File: config.mk
export PLATFORM = sky130hd
export DESIGN_NAME = ttc_timers
export DESIGN_NICKNAME = d
export VERILOG_FILES = /design/src/rtl/ttc_pkg.sv /design/src/rtl/ttc_timers.sv
export SDC_FILE = /design/constraint.sdc
export NUM_CORES = 1
export LEC_CHECK = 0
export BUFFER_PORTS_ARGS = -buffer_cell sky130_fd_sc_hd__clkbuf_2
export CAP_MARGIN = 40
export CORE_ASPECT_RATIO = 0.9
export CORE_MARGIN = 4
export CORE_UTILIZATION = 61
export CTS_BUF_LIST = sky130_fd_sc_hd__clkbuf_8
export CTS_CLUSTER_SIZE = 24
export DETAILED_ROUTE_END_ITERATION = 16
export PLACE_DENSITY = 0.83
export SLEW_MARGIN = 25
export SYNTH_ARGS = -nofsm -noshare
export SYNTH_HDL_FRONTEND = slang
export SYNTH_SLANG_ARGS = --single-unit
File: constraint.sdc
create_clock -name hclk -period 3.8 [get_ports hclk]
set_input_delay 0.38 -clock hclk [delete_from_list [all_inputs] [get_ports hclk]]
set_output_delay 0.38 -clock hclk [all_outputs]
set_load 0.02 [all_outputs]
File: src/rtl/ttc_pkg.sv
package ttc_pkg;
	// ----------------------------------------
	// clocks
	// ----------------------------------------
	localparam int CLK_HZ = 40000000;
	localparam int SLOW_HZ = 32768;
	localparam int FAST_HZ_4M = 4000000;
	localparam int FAST_HZ_2M = 2000000;
	localparam int FAST_HZ_500K = 500000;
	localparam int DIV_W = 16;
	localparam int SLOW_TOP_TAP = 13;
	localparam int SLOW_FIRST_TAP = 11;
	localparam int FAST_TOP_TAP01 = 6;
	localparam int FAST_TOP_TAP2 = 8;

	// ----------------------------------------
	// register indexes (byte address = 4 * index)
	// ----------------------------------------
	localparam logic [5:0] IDX_DATA0 = 6'h00;
	localparam logic [5:0] IDX_CTL0 = 6'h01;
	localparam logic [5:0] IDX_EN0 = 6'h02;
	localparam logic [5:0] IDX_DATA1 = 6'h04;
	localparam logic [5:0] IDX_CTL1 = 6'h05;
	localparam logic [5:0] IDX_EN1 = 6'h06;
	localparam logic [5:0] IDX_DATA2 = 6'h08;
	localparam logic [5:0] IDX_CTL2 = 6'h09;
	localparam logic [5:0] IDX_EN2 = 6'h0A;
	localparam logic [5:0] IDX_STAT = 6'h0C;
	localparam logic [5:0] IDX_MASK = 6'h0D;

	// ----------------------------------------
	// fields and reset values
	// ----------------------------------------
	localparam int RELOAD_BIT = 4;
	localparam int EN_BIT = 0;
	localparam logic [7:0] CTL_RST = 8'h1E;
	localparam logic [7:0] CTL_MASK0 = 8'hDF;
	localparam logic [7:0] CTL_MASK12 = 8'h1F;
	localparam logic [3:0] SRC_FAST_FULL = 4'hF;
	localparam logic [3:0] IRQ_RST = 4'h0;

	typedef enum logic [1:0] {
		TTC_STOP_OFF,
		TTC_STOP_T2UF,
		TTC_STOP_OSC,
		TTC_STOP_T2CLK
	} ttc_stop_t;
endpackage

File: src/rtl/ttc_timers.sv
// Overview of operation
// - Slow taps divide the 32.768 kHz slow clock, fast taps divide the 4/2/0.5 MHz fast clock.
// - Timer0 source: 000x pin, 001x slow 13, 0100-0111 slow 11/9/7/5, 1000-1110 fast 6..0, 1111 fast.
// - Timer1 uses the same codes but 000x takes timer0 counter bit 7, cascading the two.
// - Timer2 000x takes timer1 bit 7, slow codes as timer0, 1000-1111 fast taps 8 down to 1.
// - Control bit 4 picks reload when 1 and one-shot when 0, reset value 1.
// - Timer0 stop field: 00 off, 01 timer2 underflow, 10 one pin cycle, 11 one timer2 clock cycle.
// - Enable bit 0 starts a timer counting down and clearing it stops it; reset disables all.
// - Counters count down to zero and in reload mode reload from the latch, period latch plus one.
// - Data register reads the live counter and writes the reload latch.
`timescale 1ns/100ps
`default_nettype none
module ttc_timers
	import ttc_pkg::*;
#(
	parameter int FAST_HZ = FAST_HZ_4M
) (
	input  wire logic        hclk,
	input  wire logic        hresetn,
	input  wire logic        ce,
	input  wire logic        hsel,
	input  wire logic [31:0] haddr,
	input  wire logic [1:0]  htrans,
	input  wire logic        hwrite,
	input  wire logic [2:0]  hsize,
	input  wire logic [31:0] hwdata,
	input  wire logic        hready,
	output logic             hreadyout,
	output logic             hresp,
	output logic      [31:0] hrdata,
	input  wire logic        slow_clock_pin,
	input  wire logic        fast_system_clock,
	input  wire logic        oscillator_input_pin,
	output logic             irq
);
	if (!(FAST_HZ == FAST_HZ_4M || FAST_HZ == FAST_HZ_2M || FAST_HZ == FAST_HZ_500K))
		$error("fast clock option must be 4 MHz, 2 MHz or 500 kHz");
	if (CLK_HZ < 4 * FAST_HZ)
		$error("bus clock too slow to sample the fast clock");

	// ----------------------------------------
	// pin synchronisers and edge detect
	// ----------------------------------------
	logic [2:0]       pin_s1;
	logic [2:0]       pin_s2;
	logic [2:0]       pin_d;
	logic [2:0]       pin_ev;
	logic [DIV_W-1:0] slow_div;
	logic [DIV_W-1:0] fast_div;

	always_ff @(posedge hclk or negedge hresetn) begin
		if (!hresetn) begin
			pin_s1 <= 3'h0;
			pin_s2 <= 3'h0;
			pin_d <= 3'h0;
		end else if (ce) begin
			pin_s1 <= {oscillator_input_pin, fast_system_clock, slow_clock_pin};
			pin_s2 <= pin_s1;
			pin_d <= pin_s2;
		end
	end
	assign pin_ev = pin_s2 & ~pin_d;

	// slow and fast dividers advance on each rising edge of their clock
	always_ff @(posedge hclk or negedge hresetn) begin
		if (!hresetn) begin
			slow_div <= '0;
			fast_div <= '0;
		end else if (ce) begin
			if (pin_ev[0])
				slow_div <= slow_div + 1'b1;
			if (pin_ev[1])
				fast_div <= fast_div + 1'b1;
		end
	end

	// tap n fires once every 2^(n+1) clock edges
	function automatic logic tap_hit(input logic [DIV_W-1:0] div, input int n);
		logic [DIV_W-1:0] m;
		m = DIV_W'((32'h2 << n) - 1);
		return &(div | ~m);
	endfunction

	// events and dividers come in as arguments so each caller re-evaluates when they move
	function automatic logic src_hit(input logic [3:0] code, input int t, input logic casc,
		input logic sev, input logic fev, input logic [DIV_W-1:0] sdiv,
		input logic [DIV_W-1:0] fdiv);
		if (code[3:1] == 3'h0)
			return casc;
		else if (code[3:1] == 3'h1)
			return sev & tap_hit(sdiv, SLOW_TOP_TAP);
		else if (code[3:2] == 2'h1)
			return sev & tap_hit(sdiv, SLOW_FIRST_TAP - 2 * int'(code[1:0]));
		else if (t == 2)
			return fev & tap_hit(fdiv, FAST_TOP_TAP2 - int'(code[2:0]));
		else if (code == SRC_FAST_FULL)
			return fev;
		else
			return fev & tap_hit(fdiv, FAST_TOP_TAP01 - int'(code[2:0]));
	endfunction

	// ----------------------------------------
	// bus slave
	// ----------------------------------------
	logic [7:0] cnt [0:2];
	logic [7:0] latch [0:2];
	logic [7:0] ctl [0:2];
	logic [2:0] en;
	logic [2:0] done;
	logic       stop0;
	logic [3:0] stat;
	logic [3:0] mask;
	logic       wr_ph;
	logic [5:0] ph_idx;
	logic [7:0] rd_val;

	wire        acc = hsel & hready & htrans[1] & ce;
	wire        in_map = (haddr[31:8] == 24'h0);
	wire  [5:0] a_idx = haddr[7:2];
	wire        wr = wr_ph & ce;
	wire  [7:0] wd = hwdata[7:0];

	assign hreadyout = ce;
	assign hresp = 1'b0;
	assign rd_val = !in_map ? 8'h00 :
		a_idx == IDX_DATA0 ? cnt[0] :
		a_idx == IDX_CTL0 ? ctl[0] :
		a_idx == IDX_EN0 ? {7'h0, en[0]} :
		a_idx == IDX_DATA1 ? cnt[1] :
		a_idx == IDX_CTL1 ? ctl[1] :
		a_idx == IDX_EN1 ? {7'h0, en[1]} :
		a_idx == IDX_DATA2 ? cnt[2] :
		a_idx == IDX_CTL2 ? ctl[2] :
		a_idx == IDX_EN2 ? {7'h0, en[2]} :
		a_idx == IDX_STAT ? {4'h0, stat} :
		a_idx == IDX_MASK ? {4'h0, mask} : 8'h00;

	always_ff @(posedge hclk or negedge hresetn) begin
		if (!hresetn) begin
			wr_ph <= 1'b0;
			ph_idx <= 6'h3F;
			hrdata <= 32'h0;
		end else if (ce) begin
			wr_ph <= acc & hwrite;
			ph_idx <= in_map ? a_idx : 6'h3F;
			if (acc && !hwrite)
				hrdata <= {24'h0, rd_val};
		end
	end

	// ----------------------------------------
	// timer cores
	// ----------------------------------------
	logic [2:0] hit;
	logic [2:0] run;
	logic [2:0] tick;
	logic [2:0] uf;
	logic [2:0] start;
	logic [1:0] b7_d;
	logic [1:0] casc;

	assign casc = b7_d & ~{cnt[1][7], cnt[0][7]};
	assign hit[0] = src_hit(ctl[0][3:0], 0, pin_ev[2], pin_ev[0], pin_ev[1],
		slow_div, fast_div);
	assign hit[1] = src_hit(ctl[1][3:0], 1, casc[0], pin_ev[0], pin_ev[1],
		slow_div, fast_div);
	assign hit[2] = src_hit(ctl[2][3:0], 2, casc[1], pin_ev[0], pin_ev[1],
		slow_div, fast_div);
	assign run = en & ~done & {2'b11, ~stop0};
	assign tick = hit & run;

	for (genvar t = 0; t < 3; t++) begin : g_t
		assign uf[t] = tick[t] & (cnt[t] == 8'h00);
		assign start[t] = wr & (ph_idx == 6'(4 * t + 2)) & wd[EN_BIT] & ~en[t];
	end

	always_ff @(posedge hclk or negedge hresetn) begin
		if (!hresetn) begin
			b7_d <= 2'h0;
		end else if (ce) begin
			b7_d <= {cnt[1][7], cnt[0][7]};
		end
	end

	always_ff @(posedge hclk or negedge hresetn) begin
		if (!hresetn) begin
			for (int t = 0; t < 3; t++) begin
				cnt[t] <= 8'h00;
				latch[t] <= 8'h00;
				ctl[t] <= CTL_RST;
			end
			en <= 3'h0;
			done <= 3'h0;
		end else if (ce) begin
			for (int t = 0; t < 3; t++) begin
				if (wr && ph_idx == 6'(4 * t))
					latch[t] <= wd;
				if (wr && ph_idx == 6'(4 * t + 1))
					ctl[t] <= wd & (t == 0 ? CTL_MASK0 : CTL_MASK12);
				if (wr && ph_idx == 6'(4 * t + 2))
					en[t] <= wd[EN_BIT];
				if (start[t]) begin
					cnt[t] <= latch[t];
					done[t] <= 1'b0;
				end else if (uf[t]) begin
					if (ctl[t][RELOAD_BIT])
						cnt[t] <= latch[t];
					else
						done[t] <= 1'b1;
				end else if (tick[t]) begin
					cnt[t] <= cnt[t] - 8'h01;
				end
			end
		end
	end

	// ----------------------------------------
	// timer0 stop modes
	// ----------------------------------------
	ttc_stop_t  stop_mode;
	logic [1:0] edge_cnt;
	logic       stop_ev;

	assign stop_mode = ttc_stop_t'(ctl[0][7:6]);
	wire  meas_edge = (stop_mode == TTC_STOP_OSC) ? pin_ev[2] :
		(stop_mode == TTC_STOP_T2CLK) ? hit[2] : 1'b0;
	assign stop_ev = ~stop0 & en[0] & ~start[0] &
		(((stop_mode == TTC_STOP_T2UF) & uf[2]) | (meas_edge & (edge_cnt == 2'h1)));

	always_ff @(posedge hclk or negedge hresetn) begin
		if (!hresetn) begin
			stop0 <= 1'b0;
			edge_cnt <= 2'h0;
		end else if (ce) begin
			if (start[0]) begin
				stop0 <= 1'b0;
				edge_cnt <= 2'h0;
			end else begin
				if (stop_ev)
					stop0 <= 1'b1;
				if (meas_edge && en[0] && !stop0 && edge_cnt != 2'h2)
					edge_cnt <= edge_cnt + 2'h1;
			end
		end
	end

	// ----------------------------------------
	// interrupts
	// ----------------------------------------
	wire  [3:0] ev = {stop_ev, uf};
	wire  [3:0] clr = (wr && ph_idx == IDX_STAT) ? wd[3:0] : 4'h0;

	always_ff @(posedge hclk or negedge hresetn) begin
		if (!hresetn) begin
			stat <= IRQ_RST;
			mask <= IRQ_RST;
		end else if (ce) begin
			stat <= (stat & ~clr) | ev;
			if (wr && ph_idx == IDX_MASK)
				mask <= wd[3:0];
		end
	end
	assign irq = |(stat & mask);
endmodule
`default_nettype wire

Word level (Yosys, flattened, before mapping)
Index checks and enable logic that the tools add are counted. W data, S select, Z words.

Register bits: 140. Bits in latches: 0. RAM bits: 0. Bits in read-only memories: 0. Bits of input ports: 78. Output and inout bits: 35. Word-level logic and storage cells: 265. Memories: 0.

Add/sub/neg operators: 18. Multiply operators: 0. Div/mod/pow operators: 0. Order comparisons: 0. Eq/ne operators: 39. Shift operators: 6. Multiplexer cells: 52. Bitwise gates (word level): 59. Reduce and logical (&&, ||, !) cells: 63.

Operator list (count): $shl A2 B32 Y16 const A (6); $mux W8 (20); $not A16 Y16 (6); $or A16 B16 Y16 (6); $reduce_and A16 Y1 (6); $sub A16 B1 Y16 const B (6); $eq A6 B4 Y1 const B (10); $eq A6 B3 Y1 const B (6); $add A16 B1 Y16 const B (2); $reduce_and A2 Y1 (15); $and A1 B1 Y1 (29); $logic_not A24 Y1 (1); $logic_not A8 Y1 (3); $mux W1 (24); $sub A8 B1 Y8 const B (3); $sub A4 B3 Y5 const A (4); $reduce_and A3 Y1 (6); $mux W4 (4); $logic_and A1 B1 Y1 (15); $reduce_and A14 Y1 (1); $and A3 B3 Y3 (4); $eq A6 B1 Y1 const B (2); $eq A6 B2 Y1 const B (2); $logic_not A6 Y1 (2); other kinds (25) (54).

Logic depth before layout (Yosys ltp)
Word-level depth: 18. Gate-level depth with buffers: 15. Gate-level depth less buffers: 13.

Worst setup path after synthesis
Ideal clock, no wire load.

Path kind: reg-to-reg. Start: reg ctl[17] (netlist bit). End: reg cnt[18] (netlist bit). Setup time: 0.126 ns. Data arrival time: 3.266 ns. Data required time: 3.674 ns. Slack: 0.408 ns. Cell stages (with the launch flop): 16. Path buffers: 2. Clock period less this slack: 3.392 ns. Cell sequence: dfstp_2 > buf_4 > inv_1 > ha_1 > clkbuf_1 > nand2_1 > ha_1 > nor4bb_1 > xnor2_1 > o211ai_1 > or3_1 > a31oi_1 > a31oi_1 > nor3b_2 > nor3b_1 > a221o_1.

Cells in the longest elaborated chain, start to end: 15. Elaborated cells on any way between the ends: 28. Classes of those cells: add/sub: 4; eq/ne: 3; shift: 2; mux: 6; bitwise: 8; reduce/logical: 5.

RTL lines: from (decl) (RTL line ttc_timers.sv:107) `logic [7:0] ctl [0:2];`; from (signal, indexed assignment) (RTL line ttc_timers.sv:199) `ctl[t] <= wd & (t == 0 ? CTL_MASK0 : CTL_MASK12);`; $sub A3 B3 Y4 (RTL line ttc_timers.sv:99) `return fev & tap_hit(fdiv, FAST_TOP_TAP01 - int'(code[2:0]));`; $shl A2 B32 Y16 (RTL line ttc_timers.sv:80) `m = DIV_W'((32'h2 << n) - 1);`; $sub A16 B1 Y16 (RTL line ttc_timers.sv:80); $not A16 Y16 (RTL line ttc_timers.sv:81) `return &(div | ~m);`; $or A16 B16 Y16 (RTL line ttc_timers.sv:81); $reduce_and A16 Y1 (RTL line ttc_timers.sv:81); $and A1 B1 Y1 (RTL line ttc_timers.sv:99); $mux W1 (RTL line ttc_timers.sv:96) `else if (code == SRC_FAST_FULL)`; $mux W1 (RTL line ttc_timers.sv:92) `else if (code[3:2] == 2'h1)`; $mux W1 (RTL line ttc_timers.sv:90) `else if (code[3:1] == 3'h1)`; $mux W1 * (RTL line ttc_timers.sv:88) `if (code[3:1] == 3'h0)`; $and A3 B3 Y3 * (RTL line ttc_timers.sv:170) `assign tick = hit & run;`; $and A1 B1 Y1 (RTL line ttc_timers.sv:173) `assign uf[t] = tick[t] & (cnt[t] == 8'h00);`; $ne A3 B3 Y1 (no line) (tied with other cells); $reduce_and A3 Y1 (no line) / $mux W8 (equally long branches); to (signal, indexed assignment) (RTL line ttc_timers.sv:203) `cnt[t] <= latch[t];`; to (signal, indexed assignment) (RTL line ttc_timers.sv:207) `cnt[t] <= latch[t];`; to (signal, indexed assignment) (RTL line ttc_timers.sv:211) `cnt[t] <= cnt[t] - 8'h01;`; to (decl) (RTL line ttc_timers.sv:105) `logic [7:0] cnt [0:2];`.

Every way passes the cells marked *; elsewhere a longest branch is shown, timed or not. A chain may end at the register's enable or synchronous reset.

Worst setup path after layout
Start: reg ctl[17] (netlist bit). End: reg cnt[23] (netlist bit).

Same word-level chain as after synthesis.

==> parameters.txt <==
Parameter                              Value

Clocking
  Clk_lat worst skew ... 460 ps
  CTS tree ... yes
  Max H-tree Level ... 4
  Maximum count of clock buffers along a single path ... 2
  Clock-pin slew on the worst setup and hold paths ... 80 ps
  Number of sinks handled by clock tree synthesis ... 140
  Clock buffers created by TritonCTS ... 17
  Library cell used as clock root buffer ... clkbuf_8

Timing
  Hold Slack ... 151 ps
  Worst-case headroom to the max-slew limit ... 0.523
  Transition time of the tightest slew-check pin ... 710 ps
  Tcrit/Tclk final ... 0.938
  Setup clock skew after layout ... 17.3 ps
  Max Fclk ... 280 MHz
  Number of max-slew violations in the final report ... 0
  Final number of setup-violating endpoints ... 0
  Number of failing hold endpoints at the final stage ... 0
  Final critical delay including setup and external delays ... 3570 ps
  Setup repair after global routing missed its margin ... false
  Worst setup margin ... 235 ps
  Final setup TNS ... 0 ps

Floorplan
  Placeable core region ... 14100 um2
  Overall die height ... 122 um
  Die outline width ... 135 um
  Number of rows created at floorplan ... 41
  Total die area ... 16400 um2
  I/O pin total ... 113
  Initial cell density of the core ... 0.626

Worst setup path
  Minimum setup slack among reg-to-reg paths ... 230 ps
  Type of the worst setup path ... register to register
  Worst Path Arrival ... 3910 ps
  Element type at the critical path end ... register
  Cell-by-cell trace of the critical path ... ha_2, or2b_2, o21ai_2, nand2_1, ha_1, o21ai_0, a311o_1, a211oi_2, nand4_1, nor4_4, nor2_2, o21a_1, o22a_1
  Capturing point of the worst reg2reg path ... cnt[23]$_DFFE_PN0P_
  Reg-to-reg critical path startpoint ... ctl[17]$_DFFE_PN1P_
  Critical Path Fanout Max ... 9
  CP Data Required Time ... 4150 ps
  Slowest-stage cell, CP ... dfstp_2
  Stage delay of the slowest cell on the critical path ... 630 ps
  Crit start category ... register
  Cells on worst reg2reg path ... 13

Synthesis
  Post-synthesis cell count ... 943
  Post-synth EDFFs ... 0
  Yosys cell types ... 96
  Proportion of synthesized flip-flops having asynchronous set or reset ... 1.00
  Most instantiated library cell after synthesis ... dfrtp_1
  Ys Warns ... 0
  Post-synthesis sequential element count ... 140
  Cell types with the largest area share after synthesis ... dfrtp_1 (35%), mux2_2 (6.0%), dfstp_2 (5.4%)
  Synth top cells by count ... dfrtp_1 (122), nand2_1 (97), nor2_1 (84)
  Netlist area before placement ... 8800 um2
  Cell taking the most area after synthesis ... dfrtp_1
  Avg Cell Area, Syn ... 9.33 um2
  Top_reg_cell synth ... dfrtp_1
  Sequential area share after synthesis ... 0.401
  Synth top area share ... 0.347

Global route
  Most heavily used metal layer in global routing ... met2
  Met2 demand-to-capacity share in global routing ... 0.417
  Vias in the first global route ... 7053
  Congestion Overflow GR ... 0
  GRT met1 Usage ... 0.399
  Initial antenna violation count ... 0
  Maximum number of pins on one net before global-route repair ... 67
  Total global routing track utilization ... 0.281
  Wire length of the first global-routing pass ... 36.1 mm
  Met3 Use GR ... 0.0855

Drt
  Detailed-routing iteration count for the pre-antenna-repair pass ... 9
  Number of remaining DRC errors ... 0
  Routed WL per cell ... 18.7 um
  Via count ... 7474
  Number of DRC violations after detailed-routing iteration 0 ... 689
  Detail-routed via count per cell ... 6.20
  Residual antenna-violating net count after detailed routing ... 0
  Post-Route WL ... 22.6 mm

Cells and area
  Net count reported at finish ... 1114
  Fill cell instance count of the final layout ... 1132
  Register Area ... 3530 um2
  Area of the multi-input gates ... 4880 um2
  Share of cells above drive strength 1 ... 0.205
  Layout Area Growth over Synthesis ... 9.99%
  Final antenna diode count ... 0

Pwr
  Power density relative to cell area ... 330 nW/um2
  Standby leakage power ... 4.37 nW
  Peak ir drop on the vdd network ... 0.330 mV

Hold path
  Number of stages on the worst hold path ... 2
  Endpoint of the worst hold path ... pin_s1[0]$_DFFE_PN0P_
  Class of the tightest hold or removal check ... input port to register
  Launch point of the worst hold path ... slow_clock_pin

Run
  Maximum Capacitance Violations ... 0

Placement
  Post-detail-place hpwl ... 16.8 mm
  I/O Buffers ... 57
  Gpl congestion ... 1.00
  Worst slack at placement ... 217 ps

Run status
  Run status ... finished, final reports clean
## sequential cells by signal, indices dropped and copies added (netlist names)
register and count:
wr_ph 1, pin_s1 3, slow_div 16, mask 4, ph_idx 6, done 3, pin_d 3, latch 24
pin_s2 3, en 3, stat 4, fast_div 16, stop0 1, cnt 24, hrdata 8, ctl 17
b7_d 2, edge_cnt 2
## metrics by stage
stage	cell area (um2)	power, mW	utilization	instances
after global routing	9680	3.32	0.689	1206
after detailed placement	9220	1.98	0.656	1172
after floorplan	8890	1.86	-	967
after CTS	9640	3.21	0.686	1205
after global placement	9190	1.96	0.654	1171
final	9680	3.20	0.689	1206
## report_power, final
| group | leakage [nW] | internal, mW | switching, mW |
|---|---|---|---|
| combinational | 2.33 | 0.125 | 0.185 |
| clock | 0.214 | 0.657 | 0.577 |
| sequential | 1.82 | 1.56 | 0.0964 |
| total | 4.37 | 2.34 | 0.859 |
## worst max-delay path: cells and delay by family, from the launching register on
family | cells | cell delay (ps)
AOI/OAI and AO/OA | 6 | 1140
adders and majority gates | 2 | 540
DFF | 1 | 630
and+or+nand+nor | 5 | 1140
## kinds of logic after synthesis
logic type | after synthesis | synth area share
AND/OR/NAND/NOR | 348 | 0.201
AO/OA/AOI/OAI | 221 | 0.181
flip-flops | 140 | 0.401
buffers and inverters | 105 | 0.0590
multiplexers | 51 | 0.0648
XOR/XNOR | 40 | 0.0419
adder cells (fa/ha/maj) | 36 | 0.0512
other | 2 | 0.000853
## metal layers
layer	part of all wire	vias to the layer above	wire (um)
met5	0	-	0
met4	0.026	0	596
met3	0.089	49	2000
met2	0.43	322	9810
met1	0.45	3629	10200
li1	-	3474	-
## area by class of cell
type / count / share of cell area
clock buffer: 18 / 0.0256
tap: 193 / 0.0249
multi-input combinational: 722 / 0.504
sequential: 140 / 0.364
inverter: 41 / 0.0159
timing repair buffer: 78 / 0.0487
clock inverter: 14 / 0.0162
## cell usage in the layout, fill, tap and decap left out, types with 8 or more instances in the layout
master    count
or3_1        13
nand2b_1     16
o21ai_0      49
nand4_1      16
a22oi_1       9
a31oi_1      10
clkbuf_2     56
mux2_2       47
ha_1         34
a22o_1        9
a21oi_1      34
xnor2_1      21
clkbuf_8     18
nor4_1       11
dfrtp_1     121
dfstp_2      18
o22ai_1       8
xor2_1       18
nor3_1       22
o211ai_1      8
nor2_1       84
buf_4        19
inv_1        45
conb_1       26
nor2b_1       9
nand2_1      97
nand3_1      32
o31ai_1       8
## worst max-delay path by stage
stage	from	slack [ps]	depth (start not counted)	endpoint
after global routing	ctl[17]$_DFFE_PN1P_	7	13	cnt[23]$_DFFE_PN0P_
final	ctl[17]$_DFFE_PN1P_	230	13	cnt[23]$_DFFE_PN0P_
after CTS	ctl[17]$_DFFE_PN1P_	180	13	cnt[18]$_DFFE_PN0P_
after detailed placement	ctl[17]$_DFFE_PN1P_	220	13	cnt[18]$_DFFE_PN0P_
after global placement	ctl[17]$_DFFE_PN1P_	240	14	cnt[23]$_DFFE_PN0P_
after floorplan	ctl[17]$_DFFE_PN1P_	410	15	cnt[18]$_DFFE_PN0P_
## timing repair
action / in CTS / in global routing
setup buffers: 0 / 0
hold endpoints to repair: 38 / 0
endpoints found under the setup margin: 0 / 13
hold buffers: 1 / 0
gates resized for setup: 0 / 6
Note: power is estimated with default switching activity, not from simulation.
